[config.mk]
export PLATFORM = sky130hd
export DESIGN_NAME = cacm_aux_clock_mux
export DESIGN_NICKNAME = d
export VERILOG_FILES = /design/src/rtl/cacm_pkg.sv /design/src/rtl/cacm_div_if.sv /design/src/rtl/cacm_tick_div.sv /design/src/rtl/cacm_aux_clock_mux.sv
export SDC_FILE = /design/constraint.sdc
export NUM_CORES = 1
export LEC_CHECK = 0
export BUFFER_PORTS_ARGS = -buffer_cell sky130_fd_sc_hd__buf_2
export CAP_MARGIN = 25
export CORE_ASPECT_RATIO = 1.2
export CORE_MARGIN = 4
export CORE_UTILIZATION = 59
export DETAILED_ROUTE_END_ITERATION = 8
export GPL_ROUTABILITY_DRIVEN = 0
export PLACE_DENSITY = 0.82
export SYNTH_ARGS = -nofsm -noshare
export SYNTH_HDL_FRONTEND = slang
export SYNTH_HIERARCHICAL = 1
export SYNTH_SLANG_ARGS = --single-unit
[constraint.sdc]
create_clock -name clk_sys -period 8.8 [get_ports clk_sys]
set_input_delay 1.76 -clock clk_sys [delete_from_list [all_inputs] [get_ports clk_sys]]
set_output_delay 1.76 -clock clk_sys [all_outputs]
set_load 0.05 [all_outputs]
[src/rtl/cacm_pkg.sv]
`default_nettype none
package cacm_pkg;

   // ***************************************************
   // Bus geometry and register indices (byte addr = 4 x index)
   // ***************************************************
   localparam int          ADDR_W        = 12;  // AXI address width
   localparam int          IDX_W         = 10;  // Word index width
   localparam logic [9:0]  CTRL_IDX      = 10'h02d; // Control register
   localparam logic [9:0]  DIV_A_IDX     = 10'h02e; // Divider a ratio
   localparam logic [9:0]  DIV_B_IDX     = 10'h02f; // Divider b ratio
   localparam logic [9:0]  FEED_IDX      = 10'h030; // Divider feed select
   localparam logic [9:0]  STAT_IDX      = 10'h031; // Live state, read only

   // ***************************************************
   // Field positions of the control register and the feed register
   // ***************************************************
   localparam int          PRE_B_LSB     = 6;   // Synth b prescale select
   localparam int          PRE_A_LSB     = 4;   // Synth a prescale select
   localparam int          PIN_B_LSB     = 2;   // Aux pin b source select
   localparam int          PIN_A_LSB     = 0;   // Aux pin a source select
   localparam int          FEED_A_BIT    = 0;   // Divider a feed bit
   localparam int          FEED_B_BIT    = 1;   // Divider b feed bit

   // ***************************************************
   // Reset values
   // ***************************************************
   localparam logic [7:0]  CTRL_RST      = 8'h0a; // Pins on status, prescale off
   localparam logic [7:0]  DIV_RST       = 8'h00; // Dividers disabled
   localparam logic [1:0]  FEED_RST      = 2'h2;  // a from synth a, b from b

   // ***************************************************
   // Ratios and codes
   // ***************************************************
   localparam logic [8:0]  PRE4_RATIO    = 9'h004; // Prescale by 4
   localparam logic [8:0]  PRE5_RATIO    = 9'h005; // Prescale by 5
   localparam logic [7:0]  DIV_OFF_CODE  = 8'h00;  // Divider disabled
   localparam logic [7:0]  DIV_MIN_CODE  = 8'h05;  // Codes 1..5 floor
   localparam logic [8:0]  DIV_MIN_RATIO = 9'h006; // Ratio of codes 1..5
   localparam logic [1:0]  RESP_OKAY     = 2'h0;   // AXI okay
   localparam logic [1:0]  RESP_SLVERR   = 2'h2;   // AXI slave error

   typedef enum logic [1:0] {
      PRE_OFF  = 2'b00,   // No clock to the dividers
      PRE_DIV4 = 2'b01,   // Divide by 4
      PRE_DIV5 = 2'b10,   // Divide by 5
      PRE_RSVD = 2'b11    // Reserved, acts as off
   } cacm_prescale_t;

   typedef enum logic [1:0] {
      PIN_DIV_A  = 2'b00, // Clock from divider a
      PIN_DIV_B  = 2'b01, // Clock from divider b
      PIN_STATUS = 2'b10, // Normal status signalling
      PIN_OFF    = 2'b11  // Pin disabled
   } cacm_pin_src_t;

endpackage : cacm_pkg
`default_nettype wire

[src/rtl/cacm_div_if.sv]
`default_nettype none
interface cacm_div_if;
   logic       tick_in;   // One-cycle input tick
   logic       enable;    // Unit runs while high
   logic [8:0] ratio;     // Division ratio, 1..256
   logic       tick_out;  // One-cycle tick per period
   logic       level;     // Divided clock level

   modport unit (input tick_in, input enable, input ratio,
                 output tick_out, output level);
   modport ctrl (output tick_in, output enable, output ratio,
                 input tick_out, input level);
endinterface : cacm_div_if
`default_nettype wire

[src/rtl/cacm_tick_div.sv]
`default_nettype none
module cacm_tick_div (
   input  wire logic clk_sys,    // System clock
   input  wire logic rst,        // Synchronous reset
   cacm_div_if.unit  bus         // Tick in, ratio, tick and level out
);

   // ***************************************************
   // Tick counter
   // ***************************************************
   logic [7:0] cnt_reg;          // Ticks seen in the current period
   logic [7:0] last_cnt;         // Count that ends the period
   logic [7:0] half_cnt;         // Count where the level falls

   assign last_cnt = 8'(bus.ratio - 9'h001);
   assign half_cnt = bus.ratio[8:1];

   // Counts input ticks, wraps at the ratio, shapes the level
   always_ff @(posedge clk_sys) begin
      if (rst || !bus.enable) begin
         cnt_reg      <= 8'h00;
         bus.level    <= 1'b0;   // Stopped unit drives low
         bus.tick_out <= 1'b0;
      end else if (bus.tick_in) begin
         // Wraps at or past the end, so a ratio lowered mid-count
         // cannot send the counter round all 256 values
         if (cnt_reg >= last_cnt) begin
            cnt_reg      <= 8'h00;
            bus.level    <= 1'b1;   // High for the first half
            bus.tick_out <= 1'b1;
         end else begin
            cnt_reg      <= cnt_reg + 8'h01;
            bus.tick_out <= 1'b0;
            if (cnt_reg + 8'h01 == half_cnt) begin
               bus.level <= 1'b0;   // Low for the second half
            end
         end
      end else begin
         bus.tick_out <= 1'b0;
      end
   end

endmodule // cacm_tick_div
`default_nettype wire

[src/rtl/cacm_aux_clock_mux.sv]
// Functional notes
// - Each aux pin takes divider a or b
// - Dividers fed from synth a or b prescaler
// - Synth b prescale: off, /4, /5, reserved
// - Synth a prescale: off, /4, /5, reserved
// - Pin b source: div a, div b, status, off
// - Pin a source: div a, div b, status, off
// - Ratio code: 0 off, 1-5 six, else N+1
`default_nettype none
module cacm_aux_clock_mux (
   input  wire logic        clk_sys,        // System clock, 40 MHz
   input  wire logic        rst,            // Synchronous reset, high
   input  wire logic [11:0] s_axi_awaddr,   // Write address
   input  wire logic        s_axi_awvalid,  // Write address valid
   output logic             s_axi_awready,  // Write address ready
   input  wire logic [31:0] s_axi_wdata,    // Write data
   input  wire logic [3:0]  s_axi_wstrb,    // Write byte strobes
   input  wire logic        s_axi_wvalid,   // Write data valid
   output logic             s_axi_wready,   // Write data ready
   output logic [1:0]       s_axi_bresp,    // Write response
   output logic             s_axi_bvalid,   // Write response valid
   input  wire logic        s_axi_bready,   // Write response ready
   input  wire logic [11:0] s_axi_araddr,   // Read address
   input  wire logic        s_axi_arvalid,  // Read address valid
   output logic             s_axi_arready,  // Read address ready
   output logic [31:0]      s_axi_rdata,    // Read data
   output logic [1:0]       s_axi_rresp,    // Read response
   output logic             s_axi_rvalid,   // Read data valid
   input  wire logic        s_axi_rready,   // Read data ready
   input  wire logic        synth_a_clk,    // Synthesizer a clock pin
   input  wire logic        synth_b_clk,    // Synthesizer b clock pin
   input  wire logic        status_a_in,    // Status signal for pin a
   input  wire logic        status_b_in,    // Status signal for pin b
   output logic             aux_pin_a,      // Aux pin a level
   output logic             aux_pin_a_oe,   // Aux pin a drive enable
   output logic             aux_pin_b,      // Aux pin b level
   output logic             aux_pin_b_oe    // Aux pin b drive enable
);

   // ***************************************************
   // Registers and bus state
   // ***************************************************
   logic [7:0]  ctrl_reg;        // Control register
   logic [7:0]  div_a_reg;       // Divider a ratio code
   logic [7:0]  div_b_reg;       // Divider b ratio code
   logic [1:0]  feed_reg;        // Divider feed selects
   logic        aw_held_reg;     // Write address captured
   logic        w_held_reg;      // Write data captured
   logic [9:0]  aw_idx_reg;      // Captured write index
   logic [7:0]  wdata_reg;       // Captured write byte
   logic        wstrb0_reg;      // Captured low lane strobe
   logic        do_write;        // Both halves present, perform write
   logic        wr_mapped;       // Write index is writable
   logic [9:0]  ar_idx;          // Read index

   cacm_pkg::cacm_prescale_t pre_a; // Synth a prescale select
   cacm_pkg::cacm_prescale_t pre_b; // Synth b prescale select
   cacm_pkg::cacm_pin_src_t  src_a; // Pin a source select
   cacm_pkg::cacm_pin_src_t  src_b; // Pin b source select

   assign pre_b = cacm_pkg::cacm_prescale_t'(
      ctrl_reg[cacm_pkg::PRE_B_LSB +: 2]);
   assign pre_a = cacm_pkg::cacm_prescale_t'(
      ctrl_reg[cacm_pkg::PRE_A_LSB +: 2]);
   assign src_b = cacm_pkg::cacm_pin_src_t'(
      ctrl_reg[cacm_pkg::PIN_B_LSB +: 2]);
   assign src_a = cacm_pkg::cacm_pin_src_t'(
      ctrl_reg[cacm_pkg::PIN_A_LSB +: 2]);

   // ***************************************************
   // AXI4-Lite write side
   // ***************************************************
   assign s_axi_awready = !aw_held_reg;
   assign s_axi_wready  = !w_held_reg;
   assign do_write      = aw_held_reg && w_held_reg && !s_axi_bvalid;
   assign wr_mapped     = (aw_idx_reg == cacm_pkg::CTRL_IDX)  ||
                          (aw_idx_reg == cacm_pkg::DIV_A_IDX) ||
                          (aw_idx_reg == cacm_pkg::DIV_B_IDX) ||
                          (aw_idx_reg == cacm_pkg::FEED_IDX);

   // Captures the write address, freed once the write is done
   always_ff @(posedge clk_sys) begin
      if (rst) begin
         aw_held_reg <= 1'b0;
         aw_idx_reg  <= 10'h000;
      end else if (s_axi_awvalid && s_axi_awready) begin
         aw_held_reg <= 1'b1;
         aw_idx_reg  <= s_axi_awaddr[11:2];
      end else if (do_write) begin
         aw_held_reg <= 1'b0;
      end
   end

   // Captures the write data, freed once the write is done
   always_ff @(posedge clk_sys) begin
      if (rst) begin
         w_held_reg <= 1'b0;
         wdata_reg  <= 8'h00;
         wstrb0_reg <= 1'b0;
      end else if (s_axi_wvalid && s_axi_wready) begin
         w_held_reg <= 1'b1;
         wdata_reg  <= s_axi_wdata[7:0];
         wstrb0_reg <= s_axi_wstrb[0];
      end else if (do_write) begin
         w_held_reg <= 1'b0;
      end
   end

   // Write response, error for an index with no writable register
   always_ff @(posedge clk_sys) begin
      if (rst) begin
         s_axi_bvalid <= 1'b0;
         s_axi_bresp  <= cacm_pkg::RESP_OKAY;
      end else if (do_write) begin
         s_axi_bvalid <= 1'b1;
         s_axi_bresp  <= wr_mapped ? cacm_pkg::RESP_OKAY
                                   : cacm_pkg::RESP_SLVERR;
      end else if (s_axi_bready) begin
         s_axi_bvalid <= 1'b0;
      end
   end

   // Register file update, low byte lane only
   always_ff @(posedge clk_sys) begin
      if (rst) begin
         ctrl_reg  <= cacm_pkg::CTRL_RST;
         div_a_reg <= cacm_pkg::DIV_RST;
         div_b_reg <= cacm_pkg::DIV_RST;
         feed_reg  <= cacm_pkg::FEED_RST;
      end else if (do_write && wstrb0_reg) begin
         case (aw_idx_reg)
            cacm_pkg::CTRL_IDX:  ctrl_reg  <= wdata_reg;
            cacm_pkg::DIV_A_IDX: div_a_reg <= wdata_reg;
            cacm_pkg::DIV_B_IDX: div_b_reg <= wdata_reg;
            cacm_pkg::FEED_IDX:  feed_reg  <= wdata_reg[1:0];
            default: ;            // Unmapped, nothing stored
         endcase
      end
   end

   // ***************************************************
   // AXI4-Lite read side
   // ***************************************************
   logic [7:0] stat_word;        // Live state readback
   logic [3:0] lvl;              // Unit levels, see generate below
   logic [3:0] ena;              // Unit enables

   assign s_axi_arready = !s_axi_rvalid;
   assign ar_idx        = s_axi_araddr[11:2];
   assign stat_word     = {2'h0, aux_pin_b, aux_pin_a, ena};

   // Read data captured on the address handshake
   always_ff @(posedge clk_sys) begin
      if (rst) begin
         s_axi_rvalid <= 1'b0;
         s_axi_rdata  <= 32'h0000_0000;
         s_axi_rresp  <= cacm_pkg::RESP_OKAY;
      end else if (s_axi_arvalid && s_axi_arready) begin
         s_axi_rvalid <= 1'b1;
         s_axi_rresp  <= cacm_pkg::RESP_OKAY;
         case (ar_idx)
            cacm_pkg::CTRL_IDX:  s_axi_rdata <= {24'h0, ctrl_reg};
            cacm_pkg::DIV_A_IDX: s_axi_rdata <= {24'h0, div_a_reg};
            cacm_pkg::DIV_B_IDX: s_axi_rdata <= {24'h0, div_b_reg};
            cacm_pkg::FEED_IDX:  s_axi_rdata <= {30'h0, feed_reg};
            cacm_pkg::STAT_IDX:  s_axi_rdata <= {24'h0, stat_word};
            default: begin
               s_axi_rdata <= 32'h0000_0000;
               s_axi_rresp <= cacm_pkg::RESP_SLVERR;
            end
         endcase
      end else if (s_axi_rready) begin
         s_axi_rvalid <= 1'b0;
      end
   end

   // ***************************************************
   // Synthesizer clock sampling
   // ***************************************************
   logic [1:0] sync1_reg;        // First synchroniser stage
   logic [1:0] sync2_reg;        // Second synchroniser stage
   logic [1:0] prev_reg;         // Previous synchronised level
   logic [1:0] synth_edge;       // Rising edge ticks

   // Two-flop synchronisers and edge history for both synth clocks
   always_ff @(posedge clk_sys) begin
      if (rst) begin
         sync1_reg <= 2'b00;
         sync2_reg <= 2'b00;
         prev_reg  <= 2'b00;
      end else begin
         sync1_reg <= {synth_b_clk, synth_a_clk};
         sync2_reg <= sync1_reg;
         prev_reg  <= sync2_reg;
      end
   end

   assign synth_edge = sync2_reg & ~prev_reg;

   // ***************************************************
   // Prescalers (units 0, 1) and dividers (units 2, 3)
   // ***************************************************
   logic       [3:0] tin;        // Unit tick inputs
   logic       [3:0] tout;       // Unit tick outputs
   logic [3:0] [8:0] rat;        // Unit ratios
   logic             feed_a_t;   // Tick feeding divider a
   logic             feed_b_t;   // Tick feeding divider b
   logic             feed_a_on;  // Prescaler feeding divider a runs
   logic             feed_b_on;  // Prescaler feeding divider b runs

   // Maps a ratio code to its division ratio
   function automatic logic [8:0] code_ratio(input logic [7:0] code);
      if (code <= cacm_pkg::DIV_MIN_CODE) begin
         code_ratio = cacm_pkg::DIV_MIN_RATIO;
      end else begin
         code_ratio = {1'b0, code} + 9'h001;
      end
   endfunction

   // Reserved and off codes both stop the prescaler
   assign ena[0] = (pre_a == cacm_pkg::PRE_DIV4) ||
                   (pre_a == cacm_pkg::PRE_DIV5);
   assign ena[1] = (pre_b == cacm_pkg::PRE_DIV4) ||
                   (pre_b == cacm_pkg::PRE_DIV5);
   assign rat[0] = (pre_a == cacm_pkg::PRE_DIV4) ? cacm_pkg::PRE4_RATIO
                                                 : cacm_pkg::PRE5_RATIO;
   assign rat[1] = (pre_b == cacm_pkg::PRE_DIV4) ? cacm_pkg::PRE4_RATIO
                                                 : cacm_pkg::PRE5_RATIO;
   assign tin[1:0] = synth_edge;

   // Each divider takes synth a or synth b prescaler output
   assign feed_a_t  = feed_reg[cacm_pkg::FEED_A_BIT] ? tout[1] : tout[0];
   assign feed_b_t  = feed_reg[cacm_pkg::FEED_B_BIT] ? tout[1] : tout[0];
   assign feed_a_on = feed_reg[cacm_pkg::FEED_A_BIT] ? ena[1] : ena[0];
   assign feed_b_on = feed_reg[cacm_pkg::FEED_B_BIT] ? ena[1] : ena[0];
   assign tin[2]    = feed_a_t;
   assign tin[3]    = feed_b_t;
   assign ena[2]    = feed_a_on && (div_a_reg != cacm_pkg::DIV_OFF_CODE);
   assign ena[3]    = feed_b_on && (div_b_reg != cacm_pkg::DIV_OFF_CODE);
   assign rat[2]    = code_ratio(div_a_reg);
   assign rat[3]    = code_ratio(div_b_reg);

   // One counting unit per prescaler and divider
   for (genvar g = 0; g < 4; g++) begin : g_unit
      cacm_div_if u_if ();
      assign u_if.tick_in = tin[g];
      assign u_if.enable  = ena[g];
      assign u_if.ratio   = rat[g];
      assign tout[g]      = u_if.tick_out;
      assign lvl[g]       = u_if.level;
      cacm_tick_div u_div (
         .clk_sys (clk_sys),
         .rst     (rst),
         .bus     (u_if.unit)
      );
   end

   // ***************************************************
   // Aux pin source selection
   // ***************************************************
   // Picks divider clock, status or off for each pin, registered
   always_ff @(posedge clk_sys) begin
      if (rst) begin
         aux_pin_a    <= 1'b0;
         aux_pin_a_oe <= 1'b0;
         aux_pin_b    <= 1'b0;
         aux_pin_b_oe <= 1'b0;
      end else begin
         aux_pin_a_oe <= (src_a != cacm_pkg::PIN_OFF);
         aux_pin_b_oe <= (src_b != cacm_pkg::PIN_OFF);
         case (src_a)
            cacm_pkg::PIN_DIV_A:  aux_pin_a <= lvl[2];
            cacm_pkg::PIN_DIV_B:  aux_pin_a <= lvl[3];
            cacm_pkg::PIN_STATUS: aux_pin_a <= status_a_in;
            default:              aux_pin_a <= 1'b0;
         endcase
         case (src_b)
            cacm_pkg::PIN_DIV_A:  aux_pin_b <= lvl[2];
            cacm_pkg::PIN_DIV_B:  aux_pin_b <= lvl[3];
            cacm_pkg::PIN_STATUS: aux_pin_b <= status_b_in;
            default:              aux_pin_b <= 1'b0;
         endcase
      end
   end

endmodule // cacm_aux_clock_mux
`default_nettype wire

==> results of run 1 <==
[metrics by stage]
step / utilization, % / hold WS, ns / power (mW)
floorplan: - / 0.4138 / 0.5893
global placement: 62.31 / 0.4197 / 0.6014
detailed placement: 62.37 / 0.4327 / 0.6024
CTS: 64.71 / 0.4548 / 0.9889
global route: 64.95 / 0.4684 / 1.020
finish: 64.95 / 0.4524 / 0.9853
[power groups by stage]
stage          clock network (mW)  registers, mW  logic [mW]
5_1_grt                     0.416          0.495       0.110
2_1_floorplan                   0          0.511      0.0788
3_5_place_dp                    0          0.505      0.0978
6_report                    0.392          0.493       0.100
4_1_cts                     0.397          0.493      0.0982
3_3_place_gp                    0          0.504      0.0972
[area by class of cell]
type / instances / area share, %
antenna: 1 / 0.03195
inverter: 33 / 1.582
tap: 161 / 2.572
clock inverter: 5 / 0.4953
multi-input combinational: 748 / 61.22
clock buffer: 11 / 3.100
timing repair buffer: 61 / 4.154
sequential: 105 / 26.84
[cells in the final DEF (no fill, tap or decap), drive strengths merged, types with 9 or more instances in the layout]
master and count:
nand2 93, o21ai 31, a31oi 27, buf 61, clkbuf 11, conb 64, ha 49, mux2 10
nor2b 18, a21oi 63, nor2 52, nor4b 9, xor2 20, xnor2 32, mux2i 10, or2 9
dfxtp 105, nor3 20, nand3 55, nand3b 11, nand4 14, nand2b 43, inv 34
[layer usage]
| layer | wire length [um] | vias to the layer above |
|---|---|---|
| met3 | 813 | 34 |
| li1 | - | 3227 |
| met4 | 472 | 2 |
| met5 | 11 | - |
| met2 | 7428 | 175 |
| met1 | 6872 | 2912 |
[how the worst max path moves through the flow]
stage | endpoint | slack (ns) | cells after the start
2_1_floorplan | g_unit[3].u_div/cnt_reg[1] | 5.31 | 14
3_3_place_gp | g_unit[2].u_div/bus.level | 4.54 | 12
3_5_place_dp | g_unit[3].u_div/cnt_reg[4] | 4.68 | 12
4_1_cts | g_unit[3].u_div/cnt_reg[4] | 4.66 | 12
5_1_grt | g_unit[3].u_div/cnt_reg[5] | 4.31 | 14
6_report | g_unit[3].u_div/cnt_reg[4] | 4.65 | 12
==> reports/qor.yml, run 1 <==
regArea_mm2: 0.002102
p_comb_share_pct: 10.1
cts_made_buffers: 9
coreArea_mm2: 0.01206
cts-root-buf: "clkbuf_16"
worstPathRequired_ns: 9.08
grt_start_max_net_pins: 61
areaGrowthSynthToFinish_pct: 8.026
r2r_slack_ns: 4.65
drv_slew: 0
dp.cells: 1106
viasPerCell: 5.644
multi_input_area_mm2: 0.004795
stdcell_count: 1125
worst-path-buf-inv: 0
critPathKind: "reg2reg"
largest_reg_flops: 32
reg2reg_depth: 12
path_delay_family: "compound AO/OA/AOI/OAI gates"
crit_path_start: "div_b_reg[3]"
worstHoldEndpoint: "sync2_reg[0]"
cts_tree: "done"
antenna_found_initial: 2
clock_skew_ns: 0.007052
worstSetupStartpointType: "flop"
ios: 116
routed_wl_um: 15600
worstHoldPathCells: 1
critical_path.cell_chain: "or3_1, a2111oi_0, nor2_1, nor2_1, nor4b_1, xnor2_1, ha_1, a21o_1, a21o_1, a21oi_2, o2111ai_1, a31oi_1"
final-hold-violation-count: 0
drive_above_1_share_pct: 12.15
die_area_mm2: 0.01413
r2r_start: "div_b_reg[3]"
drt_first_pass_iters: 5
power.leakage_nw: 3.083
p_clk_share_pct: 39.8
gr-total-overflow: 0
syn_inst: 904
busiest_layer: "met2"
period_needed_ns: 4.146
htreeDepth: 3
rsz0062_at_grt: "false"
wl_per_cell_um: 13.86
hold_class: "reg2reg"
finalSetupViolCount: 0
p_sw_share_pct: 27.70
post_cts_buffers: 0
timing.final.ws_setup_ns: 4.654
r2r-end: "g_unit[3].u_div/cnt_reg[4]"
die_y_um: 129.4
power.net_switching_mw: 0.2730
powerDensity_mw_per_mm2: 125.8
slew_headroom_pct: 22.35
hold_path.startpoint: "sync1_reg[0]"
vias: 6350
crit_arrival_ns: 4.43
post-route-drc-count: 0
drv_cap: 0
syn_area_mm2: 0.007249
grt_usage_pct: 22.37
met2_usage_pct: 36.84
placed_area_mm2: 0.007520
cts.path.max_buffers: 2
post_cts_resized: 0
seq_power_share_pct: 50.1
fmax_mhz: 241.2
ant_nets: 0
grtUsageMet1_pct: 29.33
peakVddDrop_mv: 0.1171
drt-initial-drc-count: 372
numClockSinks: 105
yosys_warnings: 6
grt_pass1_vias: 5572
status: "finished clean"
clkLatencyLatePin_ns: 0.35
worstMarginPinSlew_ns: 1.159
critical-path-max-stage-delay_ns: 0.73
met3_usage_pct: 3.338
cts_hold_buf: 0
slowest_stage: "a2111oi_0"
finalCritPeriodShare_pct: 47.12
initial_utilization_pct: 60.13
rows: 44
tns_ns: 0
die_w_um: 109.2
fillers: 1050
end_kind: "flop"
post-route-cell-area_mm2: 0.007831
syn_avg_cell_area_um2: 8.019
grt_pass1_wl_um: 25760
dp_worst_setup_slack_ns: 4.681
port_buffers: 58
p_int_mw: 0.7123
nNetsFinal: 1078
crit_path_max_fanout: 15
dpl.hpwl_um: 11460
clk_pin_slew_ns: 0.07
No activity file was read; power rests on OpenSTA's default activity.
==> run 2, diff against run 1 <==
--- a/config.mk
+++ b/config.mk
@@ -9,10 +9,10 @@
 export CAP_MARGIN = 25
 export CORE_ASPECT_RATIO = 1.2
 export CORE_MARGIN = 4
-export CORE_UTILIZATION = 59
+export CORE_UTILIZATION = 58
 export DETAILED_ROUTE_END_ITERATION = 8
 export GPL_ROUTABILITY_DRIVEN = 0
-export PLACE_DENSITY = 0.82
+export PLACE_DENSITY = 0.81
 export SYNTH_ARGS = -nofsm -noshare
 export SYNTH_HDL_FRONTEND = slang
 export SYNTH_HIERARCHICAL = 1
==> constraint.sdc (replaced) <==
create_clock -name clk_sys -period 4.25 [get_ports clk_sys]
set_input_delay 0.85 -clock clk_sys [delete_from_list [all_inputs] [get_ports clk_sys]]
set_output_delay 0.85 -clock clk_sys [all_outputs]
set_load 0.05 [all_outputs]
==> reports/qor.yml, run 2 (same netlist as run 1, synthesis figures left out) <==
clkLatencyLatePin_ns: 0.36  # about the same
slew_headroom_pct: 36.38  # +14 points
gr-total-overflow: 0  # unchanged
p_clk_share_pct: 41.1  # +1.3 points
powerDensity_mw_per_mm2: 265.0  # +110%
status: "finished clean"
crit_arrival_ns: 4.22  # -0.21 ns
initial_utilization_pct: 59.58  # -0.54 points
worstMarginPinSlew_ns: 0.9523  # -0.2070 ns
r2r_slack_ns: 0.32  # -4.33 ns
worstHoldEndpoint: "sync2_reg[0]"
finalHoldWorstSlack_ns: 0.4365  # -0.01592 ns
cts-root-buf: "clkbuf_16"
coreArea_mm2: 0.01217  # +0.91%
drive_above_1_share_pct: 12.71  # +0.56 points
r2r_start: "div_b_reg[3]"
layout_common_cells: "dfxtp_1, nand2_1, conb_1, a21oi_1, buf_2"
largest_reg_flops: 32  # unchanged
hold_path.startpoint: "sync1_reg[0]"
power.net_switching_mw: 0.5687  # +110%
ios: 116  # unchanged
antenna_found_initial: 2  # unchanged
viasPerCell: 5.610  # -0.61%
drt_first_pass_iters: 4  # -1
port_buffers: 58  # unchanged
die_y_um: 130.5  # +0.81%
finalSetupViolCount: 0  # unchanged
rows: 44  # unchanged
final-hold-violation-count: 0  # unchanged
tns_ns: 0  # unchanged
clk_pin_slew_ns: 0.07  # about the same
layout_commonest_cell: "dfxtp_1"
worstPathRequired_ns: 4.53  # -4.55 ns
routed_wl_um: 15650  # +0.37%
wl_per_cell_um: 13.85  # about the same
period_needed_ns: 3.931  # -0.2158 ns
end_kind: "flop"
rsz0062_at_grt: "false"
ant_nets: 0  # unchanged
fmax_mhz: 254.4  # +5.5%
reg2reg_depth: 12  # unchanged
clock_skew_ns: 0.005714  # -0.001338 ns
numClockSinks: 105  # unchanged
power.total_mw: 2.087  # +110%
dpl.hpwl_um: 11630  # +1.5%
die_area_mm2: 0.01436  # +1.6%
cts_tree: "done"
p_comb_share_pct: 9.9  # -0.2 points
areaGrowthSynthToFinish_pct: 8.630
worstHoldPathCells: 1  # unchanged
cts.path.max_buffers: 2  # unchanged
vias: 6339  # -0.17%
r2r-end: "g_unit[3].u_div/cnt_reg[5]"
nNetsFinal: 1083  # +0.46%
drt-initial-drc-count: 351  # -5.6%
grt_usage_pct: 22.63  # +0.26 points
die_w_um: 110.1  # +0.80%
htreeDepth: 3  # unchanged
crit_path_max_fanout: 15  # unchanged
cts_hold_buf: 0  # unchanged
post-route-drc-count: 0  # unchanged
fillers: 1077  # +2.6%
grt_start_max_net_pins: 60  # -1.6%
critPathKind: "reg2reg"
p_sw_share_pct: 27.25  # -0.46 points
grt_pass1_wl_um: 26410  # +2.5%
peakVddDrop_mv: 0.2373  # +100%
drv_cap: 0  # unchanged
hold_class: "reg2reg"
drv_slew: 0  # unchanged
cts_made_buffers: 9  # unchanged
finalCritPeriodShare_pct: 92.48  # +45 points
power.leakage_nw: 3.108  # +0.81%
seq_power_share_pct: 49.0  # -1.1 points
worstSetupStartpointType: "flop"
p_int_mw: 1.519  # +110%
grt_pass1_vias: 5689  # +2.1%
[run 2: cell count changes in the layout (fill, tap and decap cells not counted)]
cell and change:
bufinv_16 +1, buf_12 -1, buf_4 +5, inv_6 +2
a2111oi_1 +1, clkbuf_1 -1, a2111oi_0 -1, clkinv_4 -2
buf_2 +1, clkinvlp_4 +1, clkbuf_8 -1
[run 2: final cells by class]
type	count	area (um^2)	share of cell area (%)
multi-input cells	748	4796	60.90
flip-flops and latches	105	2102	26.69
repair buffers	66	347.8	4.417
clock buffers	9	225.2	2.860
well taps	161	201.4	2.558
inverters	33	123.9	1.573
clock inverters	7	76.32	0.9692
diodes	1	2.502	0.03178
[run 2: worst max-delay path: stages (launching register included)]
cell	delay [ns]
dfxtp_1	0.36
or3_1	0.40
a2111oi_1	0.59
nor2_1	0.29
nor2_1	0.19
nor4b_1	0.33
xnor2_1	0.17
ha_1	0.26
a21o_1	0.16
a21o_1	0.18
a21oi_2	0.53
o2111ai_1	0.21
a31oi_1	0.19
[run 2: metrics by stage]
step           setup slack (ns)  instances  cell area, um^2  utilization [%]
2_1_floorplan            0.7649        966             7482                -
3_3_place_gp             0.3311       1111             7557            62.11
3_5_place_dp             0.1675       1111             7557            62.11
4_1_cts                  0.1428       1127             7859            64.59
5_1_grt                 0.06847       1129             7873            64.71
6_report                 0.3195       1130             7875            64.73
[run 2: how the worst max path moves through the flow]
stage                            endpoint         start
2_1_floorplan  g_unit[3].u_div/cnt_reg[1]  div_b_reg[3]
3_3_place_gp   g_unit[3].u_div/cnt_reg[5]  div_b_reg[3]
3_5_place_dp   g_unit[3].u_div/cnt_reg[7]  div_b_reg[3]
4_1_cts        g_unit[3].u_div/cnt_reg[5]  div_b_reg[3]
5_1_grt        g_unit[3].u_div/cnt_reg[4]  div_b_reg[3]
6_report       g_unit[3].u_div/cnt_reg[5]  div_b_reg[3]
[run 2: per-layer routing]
metal | vias up | global-route usage [%] | routed length [um]
li1 | 3241 | - | -
met1 | 2888 | 28.99 | 6821
met5 | - | 0 | 21
met4 | 4 | 8.437 | 335
met3 | 32 | 4.029 | 870
met2 | 174 | 37.89 | 7604
[run 2: power groups by stage]
stage               combinational (mW)  sequential (mW)  clock (mW)
floorplan                        0.163             1.06           0
global placement                 0.202             1.04           0
detailed placement               0.204             1.04           0
CTS                              0.205             1.02       0.875
global route                     0.229             1.02       0.908
finish                           0.207             1.02       0.858
[run 2: timing repair]
action,4_1_cts,5_1_grt
buffers inserted,0,0
setup endpoints to repair,0,7
resized for setup,0,1
==> run 3, diff against run 2 <==
--- a/config.mk
+++ b/config.mk
@@ -5,14 +5,14 @@
 export SDC_FILE = /design/constraint.sdc
 export NUM_CORES = 1
 export LEC_CHECK = 0
-export BUFFER_PORTS_ARGS = -buffer_cell sky130_fd_sc_hd__buf_2
 export CAP_MARGIN = 25
 export CORE_ASPECT_RATIO = 1.2
 export CORE_MARGIN = 4
-export CORE_UTILIZATION = 58
+export CORE_UTILIZATION = 59
 export DETAILED_ROUTE_END_ITERATION = 8
+export DONT_BUFFER_PORTS = 1
 export GPL_ROUTABILITY_DRIVEN = 0
-export PLACE_DENSITY = 0.81
+export PLACE_DENSITY = 0.75
 export SYNTH_ARGS = -nofsm -noshare
 export SYNTH_HDL_FRONTEND = slang
 export SYNTH_HIERARCHICAL = 1
==> reports/qor.yml, run 3 (same netlist as run 1, synthesis figures left out) <==
routed_wl_um: 15490  # -1.1%
r2r-end: "g_unit[3].u_div/cnt_reg[7]"
endpoint: "g_unit[3].u_div/cnt_reg[7]"
final-hold-violation-count: 0  # unchanged
drt_first_pass_iters: 4  # unchanged
placed_area_mm2: 0.007252  # -4.0%
vias: 6038  # -4.7%
path_delay_family: "compound AO/OA/AOI/OAI gates"
cts_hold_buf: 0  # unchanged
cts_made_buffers: 9  # unchanged
fin_util_pct: 62.68  # -2.0 points
coreArea_mm2: 0.01206  # -0.90%
critical_path.cell_chain: "ha_1, nor2_1, a2111oi_1, nor2_1, nor2_1, nor4b_1, xnor2_1, ha_1, a21o_1, a21o_1, a21oi_4, o2111ai_1, a31oi_1"
layout_commonest_cell: "dfxtp_1"
drive_above_1_share_pct: 6.836  # -5.9 points
layout_common_cells: "dfxtp_1, nand2_1, conb_1, a21oi_1, nor2_1"
die_w_um: 109.2  # -0.79%
status: "finished clean"
antenna_found_initial: 0  # -2
die_area_mm2: 0.01413  # -1.6%
cts-root-buf: "clkbuf_16"
drv_cap: 0  # unchanged
stdcell_count: 1068  # -5.5%
powerDensity_mw_per_mm2: 266.1  # +0.41%
end_kind: "flop"
dp.cells: 1051  # -5.4%
gr-total-overflow: 0  # unchanged
viasPerCell: 5.654  # +0.78%
clock_skew_ns: 0.005868  # +0.0001543 ns
rsz0062_at_grt: "false"
worstPathRequired_ns: 4.54  # about the same
tns_ns: 0  # unchanged
initial_utilization_pct: 60.13  # +0.54 points
dp_worst_setup_slack_ns: 0.2169  # +0.04938 ns
regArea_mm2: 0.002102  # unchanged
post-route-drc-count: 0  # unchanged
timing.final.ws_setup_ns: 0.5121  # +0.1926 ns
clkLatencyLatePin_ns: 0.36  # about the same
drv_slew: 0  # unchanged
r2r_slack_ns: 0.51  # +0.19 ns
areaGrowthSynthToFinish_pct: 4.246
multi_input_area_mm2: 0.004803  # +0.16%
slowest_stage: "a2111oi_1"
clk_pin_slew_ns: 0.08  # about the same
die_y_um: 129.4  # -0.80%
grt_pass1_vias: 5442  # -4.3%
numClockSinks: 105  # unchanged
hold_class: "reg2reg"
critical-path-max-stage-delay_ns: 0.56  # -0.03 ns
reg2reg_depth: 13  # +1
cts.path.max_buffers: 2  # unchanged
diodes: 0  # -1
port_buffers: 0  # -100%
period_needed_ns: 3.738  # -0.1926 ns
crit_path_max_fanout: 15  # unchanged
slew_headroom_pct: 31.72  # -4.7 points
critPathKind: "reg2reg"
largest_reg_flops: 32  # unchanged
power.leakage_nw: 2.855  # -8.1%
fmax_mhz: 267.5  # +5.2%
wl_per_cell_um: 14.50  # +4.7%
post-route-cell-area_mm2: 0.007557  # -4.0%
finalCritPeriodShare_pct: 87.95  # -4.5 points
ant_nets: 0  # unchanged
crit_top_cell: "nor2_1"
drt-initial-drc-count: 305  # -13%
dpl.hpwl_um: 11500  # -1.1%
ios: 116  # unchanged
worstSetupStartpointType: "flop"
crit_path_start: "div_b_reg[0]"
grt_start_max_net_pins: 61  # +1.7%
rows: 44  # unchanged
finalSetupViolCount: 0  # unchanged
cts_tree: "done"
r2r_start: "div_b_reg[0]"
finalHoldWorstSlack_ns: 0.4442  # +0.007722 ns
nNetsFinal: 1022  # -5.6%
cp.depth: 13  # +1
htreeDepth: 3  # unchanged
worstMarginPinSlew_ns: 1.019  # +0.06707 ns
worst-path-buf-inv: 0  # unchanged
crit_arrival_ns: 4.03  # -0.19 ns
grt_pass1_wl_um: 25560  # -3.2%
hold_path.startpoint: "sync1_reg[1]"
fillers: 1108  # +2.9%
peakVddDrop_mv: 0.2454  # +3.4%
grt_usage_pct: 22.15  # -0.48 points
worstHoldPathCells: 1  # unchanged
power.total_mw: 2.011  # -3.6%
-- run 3: how the worst min path moves through the flow --
stage,end
after floorplan,sync2_reg[0]
after global placement,sync2_reg[1]
after detailed placement,sync2_reg[1]
after CTS,sync2_reg[1]
after global routing,sync2_reg[0]
final,sync2_reg[1]
-- run 3: power breakdown --
part	internal [mW]	switching, mW	total (mW)
Clock	0.411	0.411	0.822
Combinational	0.0348	0.112	0.146
Sequential	1.00	0.0398	1.04
-- run 3: per-layer routing --
layer	part of all wire [%]	track usage, %	wire length (um)
met5	0	0	0
met2	49	37.06	7528
met1	45	29.01	7013
met4	1.5	6.897	237
met3	4.6	4.036	708
-- run 3: worst register-to-register path, cell delays in order (launching register included) --
cell and delay (ns):
dfxtp_1 0.52, ha_1 0.21, nor2_1 0.05, a2111oi_1 0.56, nor2_1 0.28, nor2_1 0.19, nor4b_1 0.33, xnor2_1 0.16
ha_1 0.26, a21o_1 0.16, a21o_1 0.20, a21oi_4 0.37, o2111ai_1 0.18, a31oi_1 0.19
-- run 3: cell type report --
cell class	count	share of cell area, %
timing repair buffer	5	0.4967
tap	161	2.666
sequential	105	27.81
clock buffer	9	2.980
clock inverter	7	0.8444
multi-input combinational	748	63.56
inverter	33	1.639
-- run 3: timing repair --
action	in CTS	in global routing
setup endpoints to repair	0	9
buffers inserted	0	1
gates resized for setup	0	2
